===== src/shared/ddc_cfg.svh =====
`ifndef DDC_CFG_SVH
`define DDC_CFG_SVH
// ****************************************************************
// sizes and positions
// ****************************************************************
`define DDC_IN_W        16
`define DDC_ACC_W       20
`define DDC_NCO_W       32
`define DDC_LUT_BITS    8
`define DDC_OUT_W_MAX   20
`define DDC_OUT_W_MIN   14
`define DDC_FIFO_DEPTH  16
// ****************************************************************
// reset values and codes
// ****************************************************************
`define DDC_RST_DEC_LOG 3'h1
`define DDC_RST_RES     5'h10
`define DDC_MAX_DEC_LOG 3'h5
// 3 dB gain is x1.4142 = x + x/4 + x/8 + x/32 + x/64 (approx)
`define DDC_SQRT2_SH1   2
`define DDC_SQRT2_SH2   3
`define DDC_SQRT2_SH3   5
`define DDC_SQRT2_SH4   6
`endif


===== src/shared/ddc_pkg.sv =====
package ddc_pkg;
    // ****************************************************************
    // mode types
    // ****************************************************************
    typedef enum logic [1:0] {
        DDC_MODE_COMPLEX,
        DDC_MODE_REAL,
        DDC_MODE_QUARTER
    } ddc_mode_t;

    typedef enum logic {
        DDC_REF_PIN,
        DDC_REF_SOFT
    } ddc_refsel_t;

    typedef logic signed [19:0] ddc_word_t;
endpackage : ddc_pkg


===== src/shared/ddc_link_if.sv =====
`timescale 1ns/1ps
// ****************************************************************
// stream of decimated words (raw samples in bypass) from converter end to host end
// ****************************************************************
interface ddc_link_if;
    logic        valid;
    logic        ready;
    logic [19:0] data;
    logic        is_q;

    modport dev  (output valid, output data, output is_q, input ready);
    modport host (input valid, input data, input is_q, output ready);
endinterface : ddc_link_if


===== src/rtl/ddc_fifo.sv =====
`timescale 1ns/1ps
// ****************************************************************
// flip-flop fifo with valid and ready on both sides
// ****************************************************************
module ddc_fifo #(
    parameter int WIDTH = 21,
    parameter int DEPTH = 16
) (
    input  wire logic             mclk,
    input  wire logic             rst,
    input  wire logic             in_valid,
    output logic                  in_ready,
    input  wire logic [WIDTH-1:0] in_data,
    output logic                  out_valid,
    input  wire logic             out_ready,
    output logic [WIDTH-1:0]      out_data
);
    localparam int AW = $clog2(DEPTH);
    logic [WIDTH-1:0] mem_reg [DEPTH];
    logic [AW-1:0]    wptr_reg;
    logic [AW-1:0]    rptr_reg;
    logic [AW:0]      count_reg;
    logic             push;
    logic             pop;

    // honest full and empty
    assign in_ready  = (count_reg != (AW+1)'(DEPTH));
    assign out_valid = (count_reg != '0);
    assign out_data  = mem_reg[rptr_reg];
    assign push      = in_valid && in_ready;
    assign pop       = out_valid && out_ready;

    // storage
    always_ff @(posedge mclk) begin
        if (push) begin
            mem_reg[wptr_reg] <= in_data;
        end
    end

    // pointers and count
    always_ff @(posedge mclk or posedge rst) begin
        if (rst) begin
            wptr_reg  <= '0;
            rptr_reg  <= '0;
            count_reg <= '0;
        end else begin
            if (push) begin
                wptr_reg <= wptr_reg + AW'(1);
            end
            if (pop) begin
                rptr_reg <= rptr_reg + AW'(1);
            end
            count_reg <= count_reg + (AW+1)'(push) - (AW+1)'(pop);
        end
    end
endmodule : ddc_fifo


===== src/rtl/ddc_dev.sv =====
`timescale 1ns/1ps
`include "ddc_cfg.svh"
module ddc_dev
    import ddc_pkg::*;
#(
    parameter int DEC_LOG_MAX = 5
) (
    input  wire logic                  mclk,
    input  wire logic                  rst,
    input  wire logic signed [15:0]    conv_ch_one,
    input  wire logic signed [15:0]    conv_ch_two,
    input  wire logic                  ddc_enable,
    input  wire ddc_pkg::ddc_mode_t    mode,
    input  wire logic [2:0]            dec_log,
    input  wire logic                  path_swap,
    input  wire logic                  gain_en,
    input  wire logic                  phase_invert,
    input  wire logic [31:0]           nco_word,
    input  wire logic                  mixer_restart,
    input  wire logic                  sync_pin,
    input  wire logic [4:0]            out_res,
    input  wire logic                  use_path_two,
    input  wire logic                  reference_select_pin,
    input  wire ddc_pkg::ddc_refsel_t  ref_source,
    input  wire logic                  ref_soft_mode,
    output logic                       ref_mode,
    ddc_link_if.dev                    link
);
    import ddc_pkg::*;

    // ****************************************************************
    // pin synchronisers
    // ****************************************************************
    logic sync_s1_reg, sync_s2_reg, sync_s3_reg;
    logic refp_s1_reg, refp_s2_reg;
    logic restart_d_reg;
    logic restart_evt;

    always_ff @(posedge mclk or posedge rst) begin
        if (rst) begin
            sync_s1_reg   <= 1'b0;
            sync_s2_reg   <= 1'b0;
            sync_s3_reg   <= 1'b0;
            refp_s1_reg   <= 1'b1;
            refp_s2_reg   <= 1'b1;
            restart_d_reg <= 1'b0;
        end else begin
            sync_s1_reg   <= sync_pin;
            sync_s2_reg   <= sync_s1_reg;
            sync_s3_reg   <= sync_s2_reg;
            refp_s1_reg   <= reference_select_pin;
            refp_s2_reg   <= refp_s1_reg;
            restart_d_reg <= mixer_restart;
        end
    end

    // toggle of restart bit or sync pin loads the word
    assign restart_evt = (restart_d_reg != mixer_restart) || (sync_s2_reg != sync_s3_reg);

    // reference mode follows the pin unless software owns it
    always_ff @(posedge mclk or posedge rst) begin
        if (rst) begin
            ref_mode <= 1'b1;
        end else begin
            ref_mode <= (ref_source == DDC_REF_PIN) ? refp_s2_reg : ref_soft_mode;
        end
    end

    // ****************************************************************
    // crossbar and oscillator
    // ****************************************************************
    logic signed [15:0] sel_sample;
    logic [31:0]        freq_reg;
    logic [31:0]        phase_reg;
    logic [7:0]         ph_idx;
    logic signed [15:0] cos_v, sin_v;

    // either path may take either converter channel
    assign sel_sample = (use_path_two ^ path_swap) ? conv_ch_two : conv_ch_one;

    // signed word adds to phase; pending word loaded on restart
    always_ff @(posedge mclk or posedge rst) begin
        if (rst) begin
            freq_reg  <= '0;
            phase_reg <= '0;
        end else if (restart_evt) begin
            freq_reg  <= nco_word;
            phase_reg <= '0;
        end else begin
            phase_reg <= phase_reg + freq_reg;
        end
    end

    assign ph_idx = phase_reg[31:24];

    // coarse sine by quadrant-folded triangle approximation
    function automatic logic signed [15:0] tri_wave(input logic [7:0] p);
        logic [5:0]  f;
        logic [15:0] mag;
        f   = p[6] ? ~p[5:0] : p[5:0];
        mag = {1'b0, f[5:0], 9'h000};
        return p[7] ? -$signed(mag) : $signed(mag);
    endfunction : tri_wave

    assign sin_v = tri_wave(ph_idx);
    assign cos_v = tri_wave(ph_idx + 8'h40);

    // ****************************************************************
    // mixer (complex and quarter modes): e^{+jwn} by default, e^{-jwn} when inverted
    // ****************************************************************
    logic signed [31:0] mi_full, mq_full;
    logic signed [19:0] mix_i, mix_q;

    assign mi_full = sel_sample * cos_v;
    assign mq_full = sel_sample * sin_v;
    always_comb begin
        if (mode == DDC_MODE_REAL) begin
            mix_i = {sel_sample, 4'h0};
            mix_q = '0;
        end else begin
            mix_i = mi_full[30:11];
            mix_q = phase_invert ? -mq_full[30:11] : mq_full[30:11];
        end
    end

    // ****************************************************************
    // decimator: boxcar accumulate at 26 bits, dump at 20 bits
    // ****************************************************************
    logic [4:0]         dec_cnt_reg;
    logic [4:0]         dec_last;
    logic [2:0]         dec_sel;
    logic signed [25:0] acc_i_reg, acc_q_reg;
    logic signed [19:0] avg_i, avg_q;
    logic               dump;

    assign dec_sel  = (dec_log == 3'h0) ? 3'h1 : (dec_log > 3'(DEC_LOG_MAX)) ? 3'(DEC_LOG_MAX) : dec_log; // clamp
    assign dec_last = 5'((32'd1 << dec_sel) - 1);
    assign dump     = (dec_cnt_reg == dec_last);

    always_ff @(posedge mclk or posedge rst) begin
        if (rst) begin
            dec_cnt_reg <= '0;
            acc_i_reg   <= '0;
            acc_q_reg   <= '0;
        end else if (restart_evt || dump) begin
            dec_cnt_reg <= '0;
            acc_i_reg   <= restart_evt ? 26'sh0 : 26'(mix_i);
            acc_q_reg   <= restart_evt ? 26'sh0 : 26'(mix_q);
        end else begin
            dec_cnt_reg <= dec_cnt_reg + 5'h01;
            acc_i_reg   <= acc_i_reg + 26'(mix_i);
            acc_q_reg   <= acc_q_reg + 26'(mix_q);
        end
    end

    assign avg_i = 20'(acc_i_reg >>> dec_sel);
    assign avg_q = 20'(acc_q_reg >>> dec_sel);

    // ****************************************************************
    // gain with saturation
    // ****************************************************************
    function automatic logic signed [19:0] sat20(input logic signed [22:0] v);
        if (v > 23'sh07ffff) begin
            return 20'sh7ffff;
        end else if (v < -23'sh080000) begin
            return -20'sh80000;
        end
        return v[19:0];
    endfunction : sat20

    function automatic logic signed [19:0] gain(input logic signed [19:0] v, input logic real_m);
        logic signed [22:0] w;
        w = 23'(v);
        if (real_m) begin
            w = w + (w >>> `DDC_SQRT2_SH1) + (w >>> `DDC_SQRT2_SH2)
                  + (w >>> `DDC_SQRT2_SH3) + (w >>> `DDC_SQRT2_SH4);
        end else begin
            w = w <<< 1;
        end
        return sat20(w);
    endfunction : gain

    logic signed [19:0] g_i, g_q;
    assign g_i = gain_en ? gain(avg_i, mode == DDC_MODE_REAL) : avg_i;
    assign g_q = gain_en ? gain(avg_q, mode == DDC_MODE_REAL) : avg_q;

    // ****************************************************************
    // quarter-rate mix and output formatter
    // ****************************************************************
    logic [1:0]         qrot_reg;
    logic signed [19:0] word_a, word_b;
    logic [19:0]        mask;
    logic               push, push_b, out_ready, pend_reg;
    logic [19:0]        pend_data_reg;
    logic [20:0]        fifo_in, fifo_out;

    // rotate by j^n: i, -q, -i, q gives real samples at twice the rate
    always_comb begin
        word_a = g_i;
        word_b = g_q;
        if (mode == DDC_MODE_QUARTER) begin
            unique case (qrot_reg)
                2'h0: begin word_a = g_i;  word_b = -g_q; end
                2'h1: begin word_a = -g_q; word_b = -g_i; end
                2'h2: begin word_a = -g_i; word_b = g_q;  end
                default: begin word_a = g_q; word_b = g_i; end
            endcase
        end
    end

    // keep top bits only, lower ones truncated
    assign mask = ~((20'h1 << (5'd20 - out_res)) - 20'h1);

    // bypass passes each raw sample; otherwise decimated words
    assign push   = ddc_enable ? (dump && !restart_evt) : 1'b1;
    assign push_b = ddc_enable && (mode != DDC_MODE_REAL);

    always_ff @(posedge mclk or posedge rst) begin
        if (rst) begin
            qrot_reg      <= '0;
            pend_reg      <= 1'b0;
            pend_data_reg <= '0;
        end else begin
            if (push && ddc_enable) begin
                qrot_reg <= qrot_reg + 2'h2;
            end
            if (push && push_b && out_ready && !pend_reg) begin
                pend_reg      <= 1'b1;
                pend_data_reg <= word_b & mask;
            end else if (pend_reg && out_ready) begin
                pend_reg <= 1'b0;
            end
        end
    end

    // second word of a pair goes the cycle after the first
    always_comb begin
        if (pend_reg) begin
            fifo_in = {(mode != DDC_MODE_QUARTER), pend_data_reg};
        end else if (ddc_enable) begin
            fifo_in = {1'b0, word_a & mask};
        end else begin
            fifo_in = {1'b0, {sel_sample, 4'h0} & mask};
        end
    end

    ddc_fifo #(
        .WIDTH (21),
        .DEPTH (`DDC_FIFO_DEPTH)
    ) u_fifo (
        .mclk      (mclk),
        .rst       (rst),
        .in_valid  (pend_reg || (push && !pend_reg)),
        .in_ready  (out_ready),
        .in_data   (fifo_in),
        .out_valid (link.valid),
        .out_ready (link.ready),
        .out_data  (fifo_out)
    );

    assign link.data = fifo_out[19:0];
    assign link.is_q = fifo_out[20];
endmodule : ddc_dev


===== src/flat_wrapper.sv =====
// flat-port wrapper written by rule: the top's interface ports become plain ports
module ddc_dev_flat import ddc_pkg::*;
#(
    parameter int DEC_LOG_MAX = 5
)
  (mclk, rst, conv_ch_one, conv_ch_two, ddc_enable, mode, dec_log, path_swap, gain_en, phase_invert, nco_word, mixer_restart, sync_pin, out_res, use_path_two, reference_select_pin, ref_source, ref_soft_mode, ref_mode, link_valid, link_data, link_is_q, link_ready);
  ddc_link_if link_i ();
  input  wire logic mclk;
  input  wire logic rst;
  input  wire logic signed [15:0] conv_ch_one;
  input  wire logic signed [15:0] conv_ch_two;
  input  wire logic ddc_enable;
  input  wire ddc_pkg::ddc_mode_t mode;
  input  wire logic [2:0] dec_log;
  input  wire logic path_swap;
  input  wire logic gain_en;
  input  wire logic phase_invert;
  input  wire logic [31:0] nco_word;
  input  wire logic mixer_restart;
  input  wire logic sync_pin;
  input  wire logic [4:0] out_res;
  input  wire logic use_path_two;
  input  wire logic reference_select_pin;
  input  wire ddc_pkg::ddc_refsel_t ref_source;
  input  wire logic ref_soft_mode;
  output logic ref_mode;
  output wire logic [$bits(link_i.valid)-1:0] link_valid;
  output wire logic [$bits(link_i.data)-1:0] link_data;
  output wire logic [$bits(link_i.is_q)-1:0] link_is_q;
  input wire logic [$bits(link_i.ready)-1:0] link_ready;
  assign link_valid = link_i.valid;
  assign link_data = link_i.data;
  assign link_is_q = link_i.is_q;
  assign link_i.ready = link_ready;
  ddc_dev #(.DEC_LOG_MAX(DEC_LOG_MAX)) u_core (.mclk(mclk), .rst(rst), .conv_ch_one(conv_ch_one), .conv_ch_two(conv_ch_two), .ddc_enable(ddc_enable), .mode(mode), .dec_log(dec_log), .path_swap(path_swap), .gain_en(gain_en), .phase_invert(phase_invert), .nco_word(nco_word), .mixer_restart(mixer_restart), .sync_pin(sync_pin), .out_res(out_res), .use_path_two(use_path_two), .reference_select_pin(reference_select_pin), .ref_source(ref_source), .ref_soft_mode(ref_soft_mode), .ref_mode(ref_mode), .link(link_i));
endmodule

===== config.mk =====
export PLATFORM = sky130hd
export DESIGN_NAME = ddc_dev_flat
export DESIGN_NICKNAME = d
export VERILOG_FILES = /design/src/shared/ddc_pkg.sv /design/src/shared/ddc_link_if.sv /design/src/rtl/ddc_fifo.sv /design/src/rtl/ddc_dev.sv /design/src/flat_wrapper.sv
export VERILOG_INCLUDE_DIRS = /design/src /design/src/shared
export SDC_FILE = /design/constraint.sdc
export NUM_CORES = 2
export LEC_CHECK = 0
export BUFFER_PORTS_ARGS = -buffer_cell sky130_fd_sc_hd__buf_2
export CAP_MARGIN = 25
export CORE_ASPECT_RATIO = 1.4
export CORE_MARGIN = 1
export CORE_UTILIZATION = 25
export CTS_CLUSTER_DIAMETER = 30
export DETAILED_ROUTE_END_ITERATION = 6
export HOLD_SLACK_MARGIN = 0.1
export PLACE_DENSITY = 0.47
export REMOVE_ABC_BUFFERS = 1
export SLEW_MARGIN = 20
export SYNTH_ARGS = -nofsm -noshare
export SYNTH_HDL_FRONTEND = slang
export SYNTH_SLANG_ARGS = --single-unit

===== constraint.sdc =====
create_clock -name mclk -period 23.8 [get_ports mclk]
set_input_delay 1.19 -clock mclk [delete_from_list [all_inputs] [get_ports mclk]]
set_output_delay 1.19 -clock mclk [all_outputs]
set_load 0.05 [all_outputs]

==> results.yml <==
outcome:
  outcome: "finished, final reports clean"
placed_design:
  place_ws_ps: 10640
  numPortBuffers: 109
  routabilityCongestion: 0.871
  dpl.hpwl_mm: 86.8
cts:
  cts_tree: "yes"
  clk_pin_slew_ps: 40
  post-cts-setup-buffers: 0
  cts_max_level: 4
  postCtsHoldBufs: 0
  clk_latency_ps: 760
  cts_resized: 0
  cts-root-buf: "clkbuf_16"
  cts_buffers: 134
  cts_buffer_depth: 3
  cts.sinks: 497
yosys:
  synth_seq_cells: 497
  synth_top_area_share_pct: 24.2
  synth_cells: 3954
  synth_edf_count: 336
  yosysSeqAreaShare_pct: 33.9
  ys.flop_type: "edfxtp_1"
  synth_area_leader_cell: "edfxtp_1"
  yosys_warnings: 0
  mappedNetlistArea_um2: 41700
  syn_avg_cell_area_um2: 10.5
  postSynth.asyncResetShare_pct: 32.4
  synth.distinct_cells: 105
  synth.area.top_cells: "edfxtp_1, ha_1, fa_1"
grt:
  grt.overflow.total: 0
  grt_first_pass_wirelength_mm: 185
  antenna_found_initial: 10
  grt_pass1_vias: 32000
  track_usage_pct: 14.0
  grt_max_degree: 73
floorplanning:
  die_h_um: 485
  ioPinCount: 110
  start_util_pct: 25.1
  core-area_um2: 166000
  core.rowCount: 177
  dieArea_um2: 169000
  die_w_um: 347
timing:
  relSlewSlack_pct: 30.3
  fin_setup_tns_ps: 0
  tightest_slew_ps: 1050
  holdWs_ps: 346
  slew_viol_final: 0
  fin_crit_ps: 12080
  finalSetupViolations: 0
  finClkSkew_ps: 48.8
  hold_viol_final: 0
  fin_ws_ps: 11720
  fmax_mhz: 82.8
  fin_crit_sh_pct: 50.8
  rsz0062_at_grt: "no"
setup_path:
  crit_type: "input port to flop"
  cp_max_fo: 72
  endpoint_kind: "flop"
  critPathSlowestCell: "a21oi_1"
  slowest_delay_ps: 880
  cp_common_cell: "a21oi_1"
  critPathLaunchType: "input port"
  required_ps: 24230
  critPathArrivalTime_ps: 12520
cells_and_area:
  register_area_um2: 14100
  multi_input_area_um2: 26000
  largest_reg_flops: 336
  syn_to_final_growth_pct: 18.9
  nets: 4784
  fin_util_pct: 29.9
  fill_cells: 17000
  layout-drive-gt1-share_pct: 16.4
routing:
  wl_per_cell_um: 18.5
  drc: 0
  vias_per_cell: 4.84
  drt_iter0_markers: 1808
  via_count: 30900
  ant_nets: 0
  wl_mm: 118
  drtPass1Iterations: 5
worst_hold_path:
  hold_class: "flop to flop"
run:
  drv_cap: 0
stage by stage:
step                      std cells  cell area, um^2
after floorplan                3790            41000
after CTS                      6372            49500
after detailed placement       6132            45100
after global routing           6374            49600
after global placement         6128            45000
final                          6378            49600
routing by layer:
layer  GRT usage (%)  vias to the layer above  share of wire (%)
li1                -                    14700                  -
met1            16.7                    15400                 42
met2            25.3                      638                 51
met3            2.29                      166                3.8
met4            4.82                        8                2.8
met5               0                        -              0.036
cell usage after synthesis, types with 37 or more instances:
cell type,n
a21oi_1,224
edfxtp_1,336
mux2_2,58
o21ai_0,139
fa_1,206
xor2_1,86
o21bai_1,37
nand2_1,323
a21o_1,72
ha_1,369
clkbuf_1,116
mux4_2,109
o31ai_1,41
nor3_1,50
xnor2_1,186
nand3_1,57
nand2b_1,38
mux2i_1,104
nor2_1,384
inv_1,270
dfrtp_1,158
final cells by class:
type | instances | share of cell area [%]
Multi-Input combinational cell | 3012 | 52.5
Sequential cell | 497 | 28.5
Clock buffer | 171 | 7.31
Tap cell | 2148 | 5.42
Timing Repair Buffer | 196 | 2.44
Inverter | 281 | 2.14
Clock inverter | 69 | 1.71
Antenna cell | 4 | 0.0202
cell usage in the layout (no fill, tap or decap), types with 22 or more instances in the layout:
master,netlist,routed
clkinv_2,0,24
nor2_1,384,372
o21ai_0,139,139
buf_2,18,109
fa_1,206,206
mux4_2,109,109
mux2i_1,104,101
nand2b_1,38,37
a21oi_1,224,223
xnor2_1,186,185
inv_1,270,269
mux2_2,58,58
and2_1,31,31
a211oi_1,28,27
o21bai_1,37,37
or3_1,35,35
dfrtp_1,158,155
nand2_1,323,322
nand3_1,57,57
ha_1,369,369
a21o_1,72,72
nor3_1,50,46
a31oi_1,26,26
edfxtp_1,336,336
xor2_1,86,86
o22ai_1,22,22
clkbuf_16,0,135
o21a_1,34,34
nor2b_1,32,30
clkbuf_1,116,25
buf_4,3,85
o31ai_1,41,35
cell families after synthesis:
group,after synthesis,share of synthesized area [%]
xor gates and xnor gates,274,5.84
adders and majority gates,576,21.0
AOI/OAI and AO/OA,837,13.5
DFF,497,33.9
buffers and inverters,445,4.19
muxes,279,10.2
other,1,0.00899
and+or+nand+nor,1045,11.4
worst paths after layout:
| path | from | endpoint | depth (start not counted) | slack, ps |
|---|---|---|---|---|
| setup / recovery | dec_log[2] | u_core.u_fifo.mem_reg[15][12] | 40 | 11720 |
| hold / removal | u_core.sync_s1_reg | u_core.sync_s2_reg | 0 | 350 |
| setup reg to reg | u_core.phase_reg[30] | u_core.acc_q_reg[24] | 37 | 12700 |
| hold reg to reg | u_core.sync_s1_reg | u_core.sync_s2_reg | 0 | 350 |
| max in group asynchronous | rst | u_core.u_fifo.rptr_reg[1] | 4 | 21430 |
| min in group asynchronous | rst | u_core.freq_reg[28] | 2 | 510 |
critical path: cells and delay by family:
| kind | cells | cell delay [ps] |
|---|---|---|
| compound gates | 21 | 5960 |
| mux | 3 | 840 |
| xor+xnor | 3 | 480 |
| simple gates | 6 | 1770 |
| fa+ha+maj | 5 | 1530 |
| buf+inv | 2 | 680 |
Power is not shown: default switching activity piles up to over one toggle a cycle in this logic, so the estimate is an artifact.
